--- src/logic/timer_one_regs.svh ---
// Register offsets, field positions, reset values and timing counts of the 16-bit timer.
`ifndef TIMER_ONE_REGS_SVH
`define TIMER_ONE_REGS_SVH
// -----------------------------------------------------------------------------
// Register byte offsets
// -----------------------------------------------------------------------------
`define OFS_CONTROL 8'h00
`define OFS_COUNT_LOW 8'h04
`define OFS_COUNT_HIGH 8'h08
`define OFS_IRQ_STATUS 8'h0c
`define OFS_IRQ_MASK 8'h10
// -----------------------------------------------------------------------------
// Field positions and reset values
// -----------------------------------------------------------------------------
`define CTRL_WIDTH 6
`define OVF_BIT 0
`define CTRL_RESET 6'h00
`define COUNT_RESET 16'h0000
`define COUNT_ALL_ONES 16'hffff
// -----------------------------------------------------------------------------
// Timing
// -----------------------------------------------------------------------------
`define CLOCK_PERIOD_NS 25
`define INSTR_CLOCK_DIV 4
`endif

--- src/logic/timer_one_pkg.sv ---
// Types shared by the 16-bit timer.
package timer_one_pkg;
  // Control register layout, bit 0 upward: enable, source, sync disable, crystal, prescale.
  typedef struct packed {
    logic [1:0] prescale_select;
    logic crystal_osc_enable;
    logic external_sync_disable;
    logic clock_source_select;
    logic count_enable;
  } ctrl_type;

  typedef enum logic {WAIT_FALL, ARMED} arm_type;
endpackage : timer_one_pkg

--- src/logic/timer_one.sv ---
// Sixteen-bit timer/counter with prescaler, overflow interrupt and AHB-Lite registers.
//
// The implementer's own choices: register access over AHB-Lite and the placing of the registers.
`timescale 1ns/1ps
`include "timer_one_regs.svh"

// Overview of operation
// - Count is two byte halves, low and high, both read and write.
// - Count goes up through all 16 bits and wraps from all ones to zero.
// - Every wrap sets a sticky overflow flag in status bit 0.
// - Interrupt is raised only when the overflow enable bit 0 is set.
// - Control bit 1 picks external pin rising edges or instruction clock.
// - Internal source advances once per instruction cycle after the prescaler.
// - External source advances on pin rising edges after the prescaler.
// - Counting only while control bit 0 is set; clearing it holds the value.
// - Either capture/compare reset input clears the count.
// - Control bits 5:4 pick prescale 1, 2, 4 or 8.
// - Control bits 7:6 ignore writes and read zero.
// - Control bit 3 powers the crystal oscillator inverter, off when clear.
// - In external mode bit 2 clear synchronises, set leaves it unsynchronised.
// - Crystal enabled forces both pins to inputs reading zero.
// - Internal source ignores the synchronisation bit.
// - External mode needs one falling edge after enable before counting.
// - Synchronisation follows the prescaler, which acts as a ripple counter.
module timer_one
  import timer_one_pkg::*;
#(
  parameter int INSTR_DIV = `INSTR_CLOCK_DIV
)
(
  input wire logic CLOCK,
  input wire logic SYS_RST,
  input wire logic HSEL,
  input wire logic [31:0] HADDR,
  input wire logic [1:0] HTRANS,
  input wire logic HWRITE,
  input wire logic [2:0] HSIZE,
  input wire logic [31:0] HWDATA,
  input wire logic HREADY,
  output logic [31:0] HRDATA,
  output logic HREADYOUT,
  output logic HRESP,
  input wire logic [1:0] CCP_RESET,
  input wire logic [1:0] PIN_IN,
  input wire logic [1:0] PORT_DIR,
  input wire logic [1:0] PORT_OUT,
  output logic [1:0] PIN_OUT,
  output logic [1:0] PIN_OE,
  output logic [1:0] PIN_READ,
  output logic OSC_INV_EN,
  output logic IRQ
);

  // ---------------------------------------------------------------------------
  // State
  // ---------------------------------------------------------------------------
  ctrl_type ctrl_r;
  logic [15:0] count_r;
  logic flag_r;
  logic mask_r;
  logic irq_r;
  logic [31:0] hrdata_r;
  logic wr_pend_r;
  logic [7:0] wr_addr_r;
  logic [1:0] pin_s1_r;
  logic [1:0] pin_s2_r;
  logic ext_prev_r;
  arm_type arm_r;
  logic [1:0] div_r;
  logic [2:0] psc_r;
  logic sync_tick_r;
  logic [1:0] pin_oe_r;
  logic [1:0] pin_out_r;
  logic [1:0] pin_read_r;
  logic osc_inv_r;

  // ---------------------------------------------------------------------------
  // Bus decode
  // ---------------------------------------------------------------------------
  wire ahb_take = HSEL && HREADY && HTRANS[1];
  wire [7:0] rd_addr = HADDR[7:0];
  wire rd_hit_status = ahb_take && !HWRITE && (rd_addr == `OFS_IRQ_STATUS);
  wire wr_ctrl = wr_pend_r && (wr_addr_r == `OFS_CONTROL);
  wire wr_low = wr_pend_r && (wr_addr_r == `OFS_COUNT_LOW);
  wire wr_high = wr_pend_r && (wr_addr_r == `OFS_COUNT_HIGH);
  wire wr_mask = wr_pend_r && (wr_addr_r == `OFS_IRQ_MASK);
  wire [31:0] rd_data =
    (rd_addr == `OFS_CONTROL) ? {26'h0, ctrl_r} :
    (rd_addr == `OFS_COUNT_LOW) ? {24'h0, count_r[7:0]} :
    (rd_addr == `OFS_COUNT_HIGH) ? {24'h0, count_r[15:8]} :
    (rd_addr == `OFS_IRQ_STATUS) ? {31'h0, flag_r} :
    (rd_addr == `OFS_IRQ_MASK) ? {31'h0, mask_r} : 32'h0;
  // Only the low six bits of a control write are kept; bits 7:6 read zero.
  wire ctrl_type ctrl_nxt = wr_ctrl ? ctrl_type'(HWDATA[`CTRL_WIDTH-1:0]) : ctrl_r;

  // ---------------------------------------------------------------------------
  // Count source
  // ---------------------------------------------------------------------------
  // Pin 0 carries the external count input, pin 1 the crystal input.
  wire ext_lvl = ctrl_r.crystal_osc_enable ? pin_s2_r[1] : pin_s2_r[0];
  wire ext_rise = ext_lvl && !ext_prev_r;
  wire ext_fall = !ext_lvl && ext_prev_r;
  wire ext_mode = ctrl_r.count_enable && ctrl_r.clock_source_select;
  wire instr_tick = (div_r == 2'(INSTR_DIV - 1));
  wire src_tick = ctrl_r.clock_source_select ? (ext_rise && arm_r == ARMED) : instr_tick;
  wire [2:0] psc_mask = 3'((4'h1 << ctrl_r.prescale_select) - 4'h1);
  wire psc_hit = ctrl_r.count_enable && src_tick && ((psc_r & psc_mask) == psc_mask);
  wire use_sync = ctrl_r.clock_source_select && !ctrl_r.external_sync_disable;
  wire inc = ctrl_r.count_enable && (use_sync ? sync_tick_r : psc_hit);
  wire ccp_clear = |CCP_RESET;
  wire wrap = inc && !ccp_clear && !wr_low && !wr_high && (count_r == `COUNT_ALL_ONES);
  wire flag_nxt = wrap || (flag_r && !rd_hit_status);
  wire mask_nxt = wr_mask ? HWDATA[`OVF_BIT] : mask_r;

  // ---------------------------------------------------------------------------
  // Bus registers
  // ---------------------------------------------------------------------------
  always_ff @(posedge CLOCK)
  begin
    if (SYS_RST)
    begin
      ctrl_r <= `CTRL_RESET;
      mask_r <= 1'b0;
      hrdata_r <= 32'h0;
      wr_pend_r <= 1'b0;
      wr_addr_r <= 8'h00;
    end
    else
    begin
      ctrl_r <= ctrl_nxt;
      mask_r <= mask_nxt;
      hrdata_r <= (ahb_take && !HWRITE) ? rd_data : 32'h0;
      wr_pend_r <= ahb_take && HWRITE;
      wr_addr_r <= HADDR[7:0];
    end
  end

  // ---------------------------------------------------------------------------
  // Synchronisers, divider, arming, prescaler
  // ---------------------------------------------------------------------------
  always_ff @(posedge CLOCK)
  begin
    if (SYS_RST)
    begin
      pin_s1_r <= 2'h0;
      pin_s2_r <= 2'h0;
      ext_prev_r <= 1'b0;
      div_r <= 2'h0;
    end
    else
    begin
      pin_s1_r <= PIN_IN;
      pin_s2_r <= pin_s1_r;
      ext_prev_r <= ext_lvl;
      div_r <= instr_tick ? 2'h0 : div_r + 2'h1;
    end
  end

  always_ff @(posedge CLOCK)
  begin
    if (SYS_RST || !ext_mode)
      arm_r <= WAIT_FALL;
    else if (arm_r == WAIT_FALL && ext_fall)
      arm_r <= ARMED;
  end

  // The prescaler behaves as a ripple chain: it only advances on source ticks.
  always_ff @(posedge CLOCK)
  begin
    if (SYS_RST || ccp_clear || wr_low || wr_high)
    begin
      psc_r <= 3'h0;
      sync_tick_r <= 1'b0;
    end
    else
    begin
      if (ctrl_r.count_enable && src_tick)
        psc_r <= psc_r + 3'h1;
      sync_tick_r <= psc_hit && use_sync;
    end
  end

  // ---------------------------------------------------------------------------
  // Count, flag and interrupt
  // ---------------------------------------------------------------------------
  always_ff @(posedge CLOCK)
  begin
    if (SYS_RST)
      count_r <= `COUNT_RESET;
    else if (ccp_clear)
      count_r <= `COUNT_RESET;
    else if (wr_low)
      count_r <= {count_r[15:8], HWDATA[7:0]};
    else if (wr_high)
      count_r <= {HWDATA[7:0], count_r[7:0]};
    else if (inc)
      count_r <= count_r + 16'h0001;
  end

  always_ff @(posedge CLOCK)
  begin
    if (SYS_RST)
    begin
      flag_r <= 1'b0;
      irq_r <= 1'b0;
    end
    else
    begin
      flag_r <= flag_nxt;
      irq_r <= flag_nxt && mask_nxt;
    end
  end

  // ---------------------------------------------------------------------------
  // Pins
  // ---------------------------------------------------------------------------
  always_ff @(posedge CLOCK)
  begin
    if (SYS_RST)
    begin
      pin_oe_r <= 2'h0;
      pin_out_r <= 2'h0;
      pin_read_r <= 2'h0;
      osc_inv_r <= 1'b0;
    end
    else
    begin
      pin_oe_r <= ctrl_nxt.crystal_osc_enable ? 2'h0 : ~PORT_DIR;
      pin_out_r <= PORT_OUT;
      pin_read_r <= ctrl_nxt.crystal_osc_enable ? 2'h0 : pin_s2_r;
      osc_inv_r <= ctrl_nxt.crystal_osc_enable;
    end
  end

  assign HRDATA = hrdata_r;
  assign HREADYOUT = !SYS_RST || 1'b1;
  assign HRESP = 1'b0;
  assign PIN_OUT = pin_out_r;
  assign PIN_OE = pin_oe_r;
  assign PIN_READ = pin_read_r;
  assign OSC_INV_EN = osc_inv_r;
  assign IRQ = irq_r;
endmodule : timer_one

--- config.mk ---
export PLATFORM = sky130hd
export DESIGN_NAME = timer_one
export DESIGN_NICKNAME = d
export VERILOG_FILES = /design/src/logic/timer_one_pkg.sv /design/src/logic/timer_one.sv
export VERILOG_INCLUDE_DIRS = /design/src /design/src/logic
export SDC_FILE = /design/constraint.sdc
export NUM_CORES = 1
export LEC_CHECK = 0
export BUFFER_PORTS_ARGS = -buffer_cell sky130_fd_sc_hd__buf_2
export CORE_ASPECT_RATIO = 1.4
export CORE_MARGIN = 2
export CORE_UTILIZATION = 35
export CTS_CLUSTER_DIAMETER = 30
export DETAILED_ROUTE_END_ITERATION = 12
export GPL_ROUTABILITY_DRIVEN = 0
export PLACE_DENSITY = 0.68
export SLEW_MARGIN = 10
export SYNTH_ARGS = -nofsm -noshare
export SYNTH_HDL_FRONTEND = slang
export SYNTH_SLANG_ARGS = --single-unit
--- constraint.sdc ---
create_clock -name CLOCK -period 1.91 [get_ports CLOCK]
set_input_delay 0.0955 -clock CLOCK [delete_from_list [all_inputs] [get_ports CLOCK]]
set_output_delay 0.0955 -clock CLOCK [all_outputs]
set_load 0.005 [all_outputs]
# Word-level counts from Yosys, hierarchy flattened
# Cells that the tools add are included.
# totals
register_bits,84
in_bits,82
# op_classes
addsub,4
n_eq_ne,11
n_shift,1
n_mux,13
bitwise,5
reduce_logical,52
# ops
op,count
$mux 16,2
$logic_and 1x1->1,25
$eq 8x4->1 const B,3
$mux 8,3
$add 16x1->16 const B,1
$eq 16x16->1 const B,1
$eq 8x3->1 const B,2
$eq 8x5->1 const B,2
$logic_not 8->1,2
$logic_not 1->1,9
$reduce_or 2->1,4
$mux 1,6
$mux 6,1
$reduce_or 3->1,2
$reduce_or 6->1,1
$logic_or 1x1->1,5
$mux 4,1
$reduce_and 2->1,2
$reduce_bool 2->1,2
$add 3x1->3 const B,1
$and 3x3->3,1
$eq 3x3->1,1
$not 1->1,3
$shl 1x2->3 const A,1
other kinds (5),5

# Longest topological paths before layout
# Gate-level depths: netlist of run 1.
# depth
word_depth,14
mapped_depth,8
ltp_nobuf,7

# Least setup slack after synthesis of run 1
# Ideal clock, no wire load.
# synth_path
path_type,reg-to-reg
start,register OSC_INV_EN (netlist name)
end,register count_r[6]
setup_time_ps,74
arrival_time_ps,1979
path_slack_ps,-143
stages_incl_launch_ff,8
synth_period_minus_slack_ps,2053
cell_sequence,dfxtp_1 mux2i_1 o21a_1 o31a_1 or2_1 clkbuf_2 or4b_1 a31oi_1
# synth_rtl
element,line_no,source
end signal: assignment,timer_one.sv:189,count_r <= `COUNT_RESET;
end signal: assignment,timer_one.sv:191,count_r <= `COUNT_RESET;
end signal: assignment,timer_one.sv:193,"count_r <= {count_r[15:8], HWDATA[7:0]};"
end: declaration,timer_one.sv:58,logic [15:0] count_r;

# Worst setup path in the final report of run 1
# layout_path
start,register ext_prev_r
end,register count_r[11]
# layout_between
elab_chain_cells,10
# layout_rtl
element,line_no,source
start: declaration,timer_one.sv:67,logic ext_prev_r;
start signal: assignment,timer_one.sv:154,ext_prev_r <= ext_lvl;
$logic_not 1->1,timer_one.sv:101,wire ext_rise = ext_lvl && !ext_prev_r;
$logic_and 1x1->1,timer_one.sv:101,
$logic_and 1x1->1,timer_one.sv:105,wire src_tick = ctrl_r.clock_source_select ? (ext_rise && arm_r == ARMED) : instr_tick;
$mux 1,timer_one.sv:105,
$logic_and 1x1->1 (2 in series),timer_one.sv:107,wire psc_hit = ctrl_r.count_enable && src_tick && ((psc_r & psc_mask) == psc_mask);
$mux 1,timer_one.sv:109,wire inc = ctrl_r.count_enable && (use_sync ? sync_tick_r : psc_hit);
$logic_and 1x1->1,timer_one.sv:109,
$reduce_bool 2->1 (no line),-,
$reduce_and 2->1 (no line),-,
# Every way passes these cells.
# A chain may end at the register's enable or synchronous reset.

==> results.py, run 1 <==
metrics = {
    "sta": {
        "worstMarginPinSlew_ps": 602,
        "drv_slew": 0,
        "fin_ws_ps": -92.2,
        "setup_viol": 4,
        "timing_hold_violations_final": 0,
        "fin_crit_sh_pct": 105,
        "finalWorstPathRequiredPeriod_ps": 2000,
        "grt_setup_unrepaired": "true",
        "fin_skew_ps": 10.7,
        "slew_headroom_pct": 59.3,
        "timing.fmax_mhz": 499,
    },
    "place": {
        "dp_hpwl_mm": 5.45,
        "io_buffers": 45,
        "place_area_mm2": 0.00324,
    },
    "clocking": {
        "cts_buffer_depth": 2,
        "path_clk_slew_ps": 80,
        "numCtsBuffers": 9,
        "cts_root_buffer": "clkbuf_8",
        "clock_sinks": 60,
        "clkLatencyLatePin_ps": 350,
        "h-tree-depth": 3,
        "cts_tree": "done",
    },
    "setup_path": {
        "start_kind": "flop",
        "timing_worst_setup_path_type": "reg2reg",
        "slowest_stage": "or4_1",
        "critPathMaxStageDelay_ps": 490,
        "crit_family": "simple AND/OR/NAND/NOR gates",
        "cp.required_ps": 2140,
        "critPathArrivalTime_ps": 2240,
        "worstSetupEndpointType": "flop",
        "crit_path_cell_trace": "nand4b_1 > o21a_1 > o31a_1 > buf_6 > or4_1 > nand4_1 > o21ai_0",
        "path_max_fanout": 7,
        "path_buf_inv": 1,
    },
    "layout": {
        "fillers": 742,
        "n_antenna_cell": 0,
        "utilization_pct": 47.8,
        "fin_nets": 502,
        "postLayoutCellArea_mm2": 0.00370,
        "drive_gt1_share_pct": 30.1,
        "syn_to_final_growth_pct": 31.8,
    },
    "synthesis": {
        "yosys_warnings": 0,
        "async_flop_share_pct": 0,
        "syn_area_per_cell_um2": 8.62,
        "syn_area_mm2": 0.00281,
        "synth-main-ff-cell": "dfxtp_1",
        "netlist.area_leader.share_pct": 42.8,
        "synth.distinct_cells": 50,
        "synth_area_leaders": "dfxtp_1 43%, buf_4 6.9%, mux2i_1 4.3%, nor2_1 4.3%, nor2b_1 3.1%",
        "yosysSeqAreaShare_pct": 42.8,
        "yosysTopAreaCell": "dfxtp_1",
        "syn-instance-count": 326,
        "ys_seq_elements": 60,
        "synth-edff-count": 0,
    },
    "grt": {
        "grt_max_degree": 17,
        "grtUsageTotal_pct": 17.9,
        "antenna_found_initial": 0,
        "grt_pass1_wl_mm": 12.0,
        "grt_pass1_vias": 2621,
        "grt_overflow": 0,
    },
    "detailed_routing": {
        "viasPerCell": 5.19,
        "initialDrtViolationCount": 168,
        "ant_nets": 0,
        "drt-total-wl_mm": 7.55,
        "dr_total_vias": 2709,
        "dr.max_layer_used": "met4",
        "wl_per_cell_um": 14.5,
        "route.met2.wl_mm": 4.11,
        "drc": 0,
        "wl_met3_um": 455,
        "met1_length_mm": 2.79,
        "drtPass1Iterations": 4,
    },
    "power_and_ir_drop": {
        "power_mw": 2.61,
        "leakage_nw": 1.51,
        "ir_worst_vdd_mv": 0.341,
        "power.density_mw_per_mm2": 705,
    },
    "die": {
        "row_count": 38,
        "die_h_um": 110,
        "coreArea_mm2": 0.00775,
        "die_w_um": 79.7,
        "start_util_pct": 36.2,
        "io_pins": 124,
        "die_area_mm2": 0.00877,
    },
    "run": {
        "maxCapViolCount": 0,
    },
    "worst_hold_path": {
        "hp-class": "in2reg",
    },
    "run_status": {
        "status": "finished with violations",
        "violations": "negative setup slack",
    },
}
[tightest hold or removal path, cell delays in order]
cell and delay (ps):
buf_2 70, inv_1 70, nor2_1 100
[worst paths after layout]
kind | start | to | slack (ps) | depth (start not counted)
worst max-delay path | ext_prev_r | count_r[11] | -90 | 7
worst min-delay path | HADDR[4] | wr_addr_r[4] | 20 | 3
worst max register to register | ext_prev_r | count_r[11] | -90 | 7
worst min register to register | div_r[0] | div_r[0] | 440 | 1
[cells by family (layout without fill, tap and decap cells)]
kind of cell | after synthesis | count (layout) | synth area share, %
AO/OA/AOI/OAI | 56 | 56 | 12.4
XOR/XNOR | 8 | 8 | 2.49
adder cells (fa/ha/maj) | 3 | 3 | 1.34
buffers and inverters | 44 | 116 | 9.49
flip-flops | 60 | 60 | 42.8
multiplexers | 12 | 12 | 4.28
other | 2 | 26 | 0.267
AND/OR/NAND/NOR | 141 | 141 | 26.9
[what timing repair did]
item / 4_1_cts / 5_1_grt
buffers inserted: 0 / 10
resized for setup: 6 / 19
pin swaps: 3 / 11
hold buffers: 10 / 0
endpoints found under the setup margin: 12 / 20
cloned: 0 / 1
hold endpoints to repair: 10 / 0
[stage by stage]
step	hold WS (ps)	setup WS [ps]	instances	TNS, ps
after detailed placement	258	-99.4	485	-353
after CTS	13.3	-51.6	511	-181
after global routing	40.0	-167	522	-1080
after floorplan	167	-74.8	350	-81.1
after global placement	257	-82.6	485	-177
final	21.3	-92.2	522	-283
[cell usage in the layout (no fill, tap or decap), types with 2 or more instances in the layout]
| master | count |
|---|---|
| a21boi_0 | 2 |
| a21oi_1 | 14 |
| a21oi_2 | 2 |
| a22oi_1 | 5 |
| a31oi_1 | 2 |
| and2_1 | 2 |
| and3_1 | 5 |
| and4b_1 | 2 |
| buf_2 | 46 |
| buf_4 | 38 |
| clkbuf_8 | 9 |
| clkinv_4 | 2 |
| clkinvlp_4 | 2 |
| conb_1 | 26 |
| dfxtp_1 | 53 |
| dfxtp_2 | 6 |
| dlygate4sd3_1 | 10 |
| ha_1 | 2 |
| inv_1 | 4 |
| mux2i_1 | 11 |
| nand2_1 | 19 |
| nand2b_1 | 3 |
| nand3_1 | 12 |
| nand3_2 | 2 |
| nand4_1 | 6 |
| nand4b_1 | 4 |
| nor2_1 | 31 |
| nor2b_1 | 14 |
| nor3_1 | 8 |
| nor3_2 | 2 |
| nor3b_1 | 2 |
| nor4_1 | 9 |
| o211ai_1 | 4 |
| o21ai_0 | 12 |
| or3_1 | 8 |
| or4_1 | 2 |
| xnor2_1 | 6 |
| xor2_1 | 2 |
[Yosys cell counts (all sizes together), types with 6 or more instances]
cell type,instances
nor2,32
nand2,19
xnor2,6
or3,8
o21ai,14
buf,31
clkbuf,8
nand4,6
mux2i,12
nor2b,14
nor4,10
nor3,10
dfxtp,60
a21oi,16
nand3,14
[sequential cells by signal (all words and copies together), names as in the netlist]
signal and cells:
psc_r 3, mask_r 1, PIN_OUT 2, arm_r 1, wr_pend_r 1, ext_prev_r 1
PIN_READ 2, div_r 2, wr_addr_r 8, OSC_INV_EN 1, HRDATA 8, ctrl_r 5
flag_r 1, pin_s2_r 2, IRQ 1, PIN_OE 2, pin_s1_r 2, sync_tick_r 1
count_r 16
[metal layers]
metal / vias to the layer above / track usage (%)
met1: 1284 / 17.9
met2: 116 / 34.3
met4: 0 / 8.25
li1: 1287 / -
met3: 22 / 4.23
met5: - / 0
[layout make-up]
class	count	area, µm²	share of cell area [%]
clock inverter	7	76.3	2.06
clock buffer	9	124	3.34
inverter	5	18.8	0.507
sequential	60	1210	32.7
tap	100	125	3.38
multi-input combinational	246	1520	41.0
timing repair buffer	95	627	16.9
[power by group]
part	leakage [nW]	switching, mW	total, mW	internal, mW
Sequential	0.492	0.0141	1.29	1.28
Clock	0.0958	0.547	1.15	0.607
Combinational	0.922	0.0904	0.168	0.0774
(Power assumes the default switching activity.)
==> run 2: changes to the inputs <==
--- a/config.mk
+++ b/config.mk
@@ -6,6 +6,7 @@
 export SDC_FILE = /design/constraint.sdc
 export NUM_CORES = 1
 export LEC_CHECK = 0
+export ABC_CLOCK_PERIOD_IN_PS = 1910
 export BUFFER_PORTS_ARGS = -buffer_cell sky130_fd_sc_hd__buf_2
 export CORE_ASPECT_RATIO = 1.4
 export CORE_MARGIN = 2
@@ -13,6 +14,7 @@
 export CTS_CLUSTER_DIAMETER = 30
 export DETAILED_ROUTE_END_ITERATION = 12
 export GPL_ROUTABILITY_DRIVEN = 0
+export HOLD_SLACK_MARGIN = 0.03
 export PLACE_DENSITY = 0.68
 export SLEW_MARGIN = 10
 export SYNTH_ARGS = -nofsm -noshare
==> run 2 against run 1 <==
Net effect:
- the run still ends with negative setup slack left
- final cell count up 1.1%
- sequential share of layout area down 1.0 points
- final area up 3.3%
- clock-buffer cell count unchanged
- fmax up 1.5%
- clock skew down 2.0 ps
- largest cell class unchanged
==> results.py, run 2 (synthesis gave the netlist of run 1 again) <==
metrics = {
    "detailed_routing": {
        "dr_total_vias": 2742,
        "wl_per_cell_um": 14.7,
        "drtPass1Iterations": 5,
        "viasPerCell": 5.19,
        "drc": 0,
        "drt-total-wl_mm": 7.74,
        "initialDrtViolationCount": 143,
        "ant_nets": 0,
    },
    "die": {
        "start_util_pct": 36.2,
        "io_pins": 124,
        "die_w_um": 79.7,
        "row_count": 38,
        "coreArea_mm2": 0.00775,
        "die_area_mm2": 0.00877,
        "die_h_um": 110,
    },
    "layout": {
        "syn_to_final_growth_pct": 36.2,
        "final-seq-area_mm2": 0.00121,
        "utilization_pct": 49.4,
        "multi_input_area_mm2": 0.00156,
        "fin_nets": 508,
        "mostFrequentLayoutCells": "53 x dfxtp_1, 45 x buf_2, 38 x buf_4",
        "top_register": "count_r",
        "largest_reg_flops": 16,
        "mostFrequentLayoutCell": "dfxtp_1",
        "n_antenna_cell": 0,
        "layoutNonFillerInstCount": 528,
        "drive_gt1_share_pct": 31.8,
        "fillers": 726,
    },
    "clocking": {
        "numCtsBuffers": 9,
        "h-tree-depth": 3,
        "path_clk_slew_ps": 70,
        "cts_tree": "done",
        "clkLatencyLatePin_ps": 340,
        "clock_sinks": 60,
        "cts_buffer_depth": 2,
        "cts_root_buffer": "clkbuf_8",
    },
    "sta": {
        "worstMarginPinSlew_ps": 580,
        "slew_headroom_pct": 60.8,
        "fin_crit_sh_pct": 103,
        "drv_slew": 0,
        "timing_hold_violations_final": 0,
        "grt_setup_unrepaired": "true",
        "finalWorstPathRequiredPeriod_ps": 1970,
        "timing.fmax_mhz": 507,
        "fin_skew_ps": 8.72,
        "fin_ws_ps": -62.1,
        "setup_viol": 5,
    },
    "setup_path": {
        "cp.required_ps": 2180,
        "critPathMaxStageDelay_ps": 470,
        "critPathArrivalTime_ps": 2250,
        "crit_path_cell_trace": "nand4b_1 > o21a_1 > o31a_1 > or2_4 > or4b_1 > a31oi_1",
        "timing_worst_setup_path_type": "reg2reg",
        "path_max_fanout": 4,
        "start_kind": "flop",
        "path_buf_inv": 0,
        "slowest_stage": "or4b_1",
        "worstSetupEndpointType": "flop",
        "crit_family": "simple AND/OR/NAND/NOR gates",
    },
    "power_and_ir_drop": {
        "power.density_mw_per_mm2": 681,
        "intPower_mw": 1.96,
        "leakage_nw": 1.56,
        "p_clk_share_pct": 43.9,
        "power_mw": 2.61,
        "seqPwrFrac_pct": 49.5,
        "p_sw_share_pct": 24.6,
        "p_comb_share_pct": 6.6,
        "ir_worst_vdd_mv": 0.337,
        "switching_power_mw": 0.642,
    },
    "run_status": {
        "violations": "negative setup slack",
        "status": "finished with violations",
    },
    "run": {
        "maxCapViolCount": 0,
    },
    "place": {
        "placed_cells": 485,
        "dp_hpwl_mm": 5.45,
        "place_ws_ps": -99.4,
        "io_buffers": 45,
    },
    "worst_hold_path": {
        "hp-class": "in2reg",
    },
    "grt": {
        "grt_pass1_vias": 2605,
        "grt_overflow": 0,
        "antenna_found_initial": 0,
        "grt_pass1_wl_mm": 12.0,
        "grtUsageTotal_pct": 17.9,
        "grt_max_degree": 17,
    },
}
## run 2: worst reg2reg max path, cell delays in order, from the launching register on
cell,delay (ps)
dfxtp_2,320
nand4b_1,180
o21a_1,210
o31a_1,290
or2_4,300
or4b_1,470
a31oi_1,140
## run 2: power groups by stage
| stage | clock network (mW) | logic, mW | registers [mW] |
|---|---|---|---|
| 2_1_floorplan | 0 | 0.112 | 1.32 |
| 3_3_place_gp | 0 | 0.142 | 1.32 |
| 3_5_place_dp | 0 | 0.147 | 1.32 |
| 4_1_cts | 1.17 | 0.169 | 1.29 |
| 5_1_grt | 1.23 | 0.193 | 1.29 |
| 6_report | 1.14 | 0.172 | 1.29 |
## run 2: routing by layer
metal / GRT usage [%] / part of all wire, %
met5: 0 / 0
met4: 8.74 / 3.3
met3: 4.23 / 6.7
met2: 33.7 / 53
met1: 18.3 / 37
## run 2: area by class of cell
type                            instances  area share [%]
Multi-Input combinational cell        246            40.9
Tap cell                              100            3.27
Clock buffer                            9            3.24
Timing Repair Buffer                  101            18.4
Inverter                                5           0.491
Sequential cell                        60            31.7
Clock inverter                          7            2.00
## run 2: per-stage QoR
| stage | hold slack [ps] | setup TNS (ps) | cell area [µm²] |
|---|---|---|---|
| after floorplan | 167 | -81.1 | 2920 |
| after global placement | 257 | -177 | 3240 |
| after detailed placement | 258 | -353 | 3240 |
| after CTS | 32.2 | -181 | 3600 |
| after global routing | 88.0 | -1020 | 3820 |
| final | 43.4 | -119 | 3820 |
## run 2: path summary, 6_finish.rpt
kind,start,to,depth (start not counted),slack (ps)
min,HREADY,wr_pend_r,3,40
max reg2reg,ext_prev_r,count_r[6],6,-60
min reg2reg,div_r[0],div_r[0],1,440
max,ext_prev_r,count_r[6],6,-60
## run 2: what timing repair did
action	CTS	global route
hold buffers	14	0
gates cloned	0	1
setup endpoints to repair	12	20
gates resized for setup	6	32
pin swaps	3	16
buffers inserted	0	12
hold endpoints to repair	14	0
==> run 3: changes to the inputs <==
--- a/config.mk
+++ b/config.mk
@@ -15,6 +15,7 @@
 export DETAILED_ROUTE_END_ITERATION = 12
 export GPL_ROUTABILITY_DRIVEN = 0
 export HOLD_SLACK_MARGIN = 0.03
+export MAX_ROUTING_LAYER = met4
 export PLACE_DENSITY = 0.68
 export SLEW_MARGIN = 10
 export SYNTH_ARGS = -nofsm -noshare
==> run 3 against run 2 <==
Net effect:
- the flow still finishes with violations (negative setup slack)
- routed wire length shrank 0.53%
- sequential share of layout area is essentially flat
- hold slack lost 6.0 ps
- flip-flop and latch count is the same
- die area is the same
- fmax shrank 0.56%
- clock-buffer cell count is the same
- largest cell class unchanged
- power grew 0.29%
- combinational power is essentially flat
==> results.py, run 3 (synthesis gave the netlist of run 1 again) <==
metrics = {
    "detailed_routing": {
        "dr_total_vias": 2761,
        "drt-total-wl_mm": 7.70,
        "drtPass1Iterations": 4,
        "viasPerCell": 5.23,
        "ant_nets": 0,
        "drc": 0,
        "initialDrtViolationCount": 164,
        "wl_per_cell_um": 14.6,
    },
    "sta": {
        "fin_skew_ps": 8.83,
        "timing_hold_violations_final": 0,
        "timing.fmax_mhz": 504,
        "finalWorstPathRequiredPeriod_ps": 1980,
        "holdWs_ps": 37.4,
        "slew_headroom_pct": 60.8,
        "drv_slew": 0,
        "fin_crit_sh_pct": 104,
        "worstMarginPinSlew_ps": 580,
        "grt_setup_unrepaired": "true",
        "setup_viol": 4,
        "fin_ws_ps": -73.1,
    },
    "setup_path": {
        "cp.required_ps": 2190,
        "start_kind": "flop",
        "critPathArrivalTime_ps": 2260,
        "path_max_fanout": 4,
        "worstSetupEndpointType": "flop",
        "timing_worst_setup_path_type": "reg2reg",
    },
    "layout": {
        "largest_reg_flops": 16,
        "drive_gt1_share_pct": 31.8,
        "mostFrequentLayoutCell": "dfxtp_1",
        "multi_input_area_mm2": 0.00156,
        "top_register": "count_r",
        "mostFrequentLayoutCells": "53 x dfxtp_1, 45 x buf_2, 38 x buf_4",
        "syn_to_final_growth_pct": 36.0,
        "fin_nets": 508,
        "fillers": 729,
        "n_antenna_cell": 0,
        "final-seq-area_mm2": 0.00121,
        "layoutNonFillerInstCount": 528,
    },
    "power_and_ir_drop": {
        "power.density_mw_per_mm2": 684,
        "ir_worst_vdd_mv": 0.345,
        "leakage_nw": 1.56,
    },
    "die": {
        "die_w_um": 79.7,
        "coreArea_mm2": 0.00775,
        "die_area_mm2": 0.00877,
        "die_h_um": 110,
        "start_util_pct": 36.2,
        "io_pins": 124,
        "row_count": 38,
    },
    "grt": {
        "antenna_found_initial": 0,
        "grtUsageTotal_pct": 18.4,
        "grt_max_degree": 17,
        "grt_pass1_wl_mm": 12.0,
        "grt_overflow": 0,
        "grt_pass1_vias": 2602,
    },
    "place": {
        "dp_hpwl_mm": 5.45,
        "placed_cells": 485,
        "io_buffers": 45,
    },
    "run_status": {
        "violations": "negative setup slack",
        "status": "finished with violations",
    },
    "clocking": {
        "numCtsBuffers": 9,
        "path_clk_slew_ps": 70,
        "cts_tree": "done",
        "clock_sinks": 60,
        "cts_buffer_depth": 2,
        "cts_root_buffer": "clkbuf_8",
        "h-tree-depth": 3,
        "clkLatencyLatePin_ps": 350,
    },
    "run": {
        "maxCapViolCount": 0,
    },
    "worst_hold_path": {
        "hp-class": "in2reg",
    },
}
-- run 3: cell types whose count changed in the layout (fill, tap and decap cells not counted) --
cell,delta
nor2_2,+1
nor2_4,-1
-- run 3: report_power, final --
| part | total [mW] | switching, mW | internal (mW) | leakage [nW] |
|---|---|---|---|---|
| sequential | 1.29 | 0.0138 | 1.28 | 0.492 |
| clock | 1.15 | 0.545 | 0.607 | 0.0958 |
| combinational | 0.172 | 0.0917 | 0.0805 | 0.972 |
| total | 2.61 | 0.650 | 1.96 | 1.56 |
-- run 3: final timing paths --
| check | startpoint | to | slack (ps) | depth (start not counted) |
|---|---|---|---|---|
| worst min-delay path | HREADY | wr_pend_r | 40 | 3 |
| worst min register to register | div_r[0] | div_r[0] | 440 | 1 |
| worst max-delay path | ext_prev_r | count_r[6] | -70 | 6 |
| worst max register to register | ext_prev_r | count_r[6] | -70 | 6 |
-- run 3: stage by stage --
stage                     setup slack [ps]  cell area, µm²  power, mW  setup TNS (ps)  utilization, %
after floorplan                      -74.8            2920       1.43           -81.1               -
after global placement               -82.6            3240       1.46            -177            41.8
after detailed placement             -99.4            3240       1.47            -353            41.8
after CTS                            -51.6            3600       2.63            -181            46.5
after global routing                  -141            3820       2.72           -1020            49.3
final                                -73.1            3820       2.61            -141            49.3
-- run 3: cell type report --
cell class | instances | share of cell area [%]
multi-input combinational | 246 | 40.8
clock buffer | 9 | 3.24
sequential | 60 | 31.7
timing repair buffer | 101 | 18.4
tap | 100 | 3.28
inverter | 5 | 0.491
clock inverter | 7 | 2.00
-- run 3: critical path: stages (launching register included) --
cell      delay, ps
dfxtp_2         320
nand4b_1        190
o21a_1          210
o31a_1          300
or2_4           300
or4b_1          470
a31oi_1         140
-- run 3: routing by layer --
layer	global-route usage [%]	vias to the layer above	share of wire, %
met5	-	-	0
met4	8.74	0	3.4
met3	4.23	26	7.0
met2	33.7	121	53
met1	18.3	1316	37
li1	-	1298	-
-- run 3: what timing repair did --
action                                  4_1_cts  5_1_grt
hold buffers                                 14        0
pin swaps                                     3       16
endpoints found under the setup margin       12       20
setup buffers                                 0       12
cloned                                        0        1
hold endpoints to repair                     14        0
resized for setup                             6       31
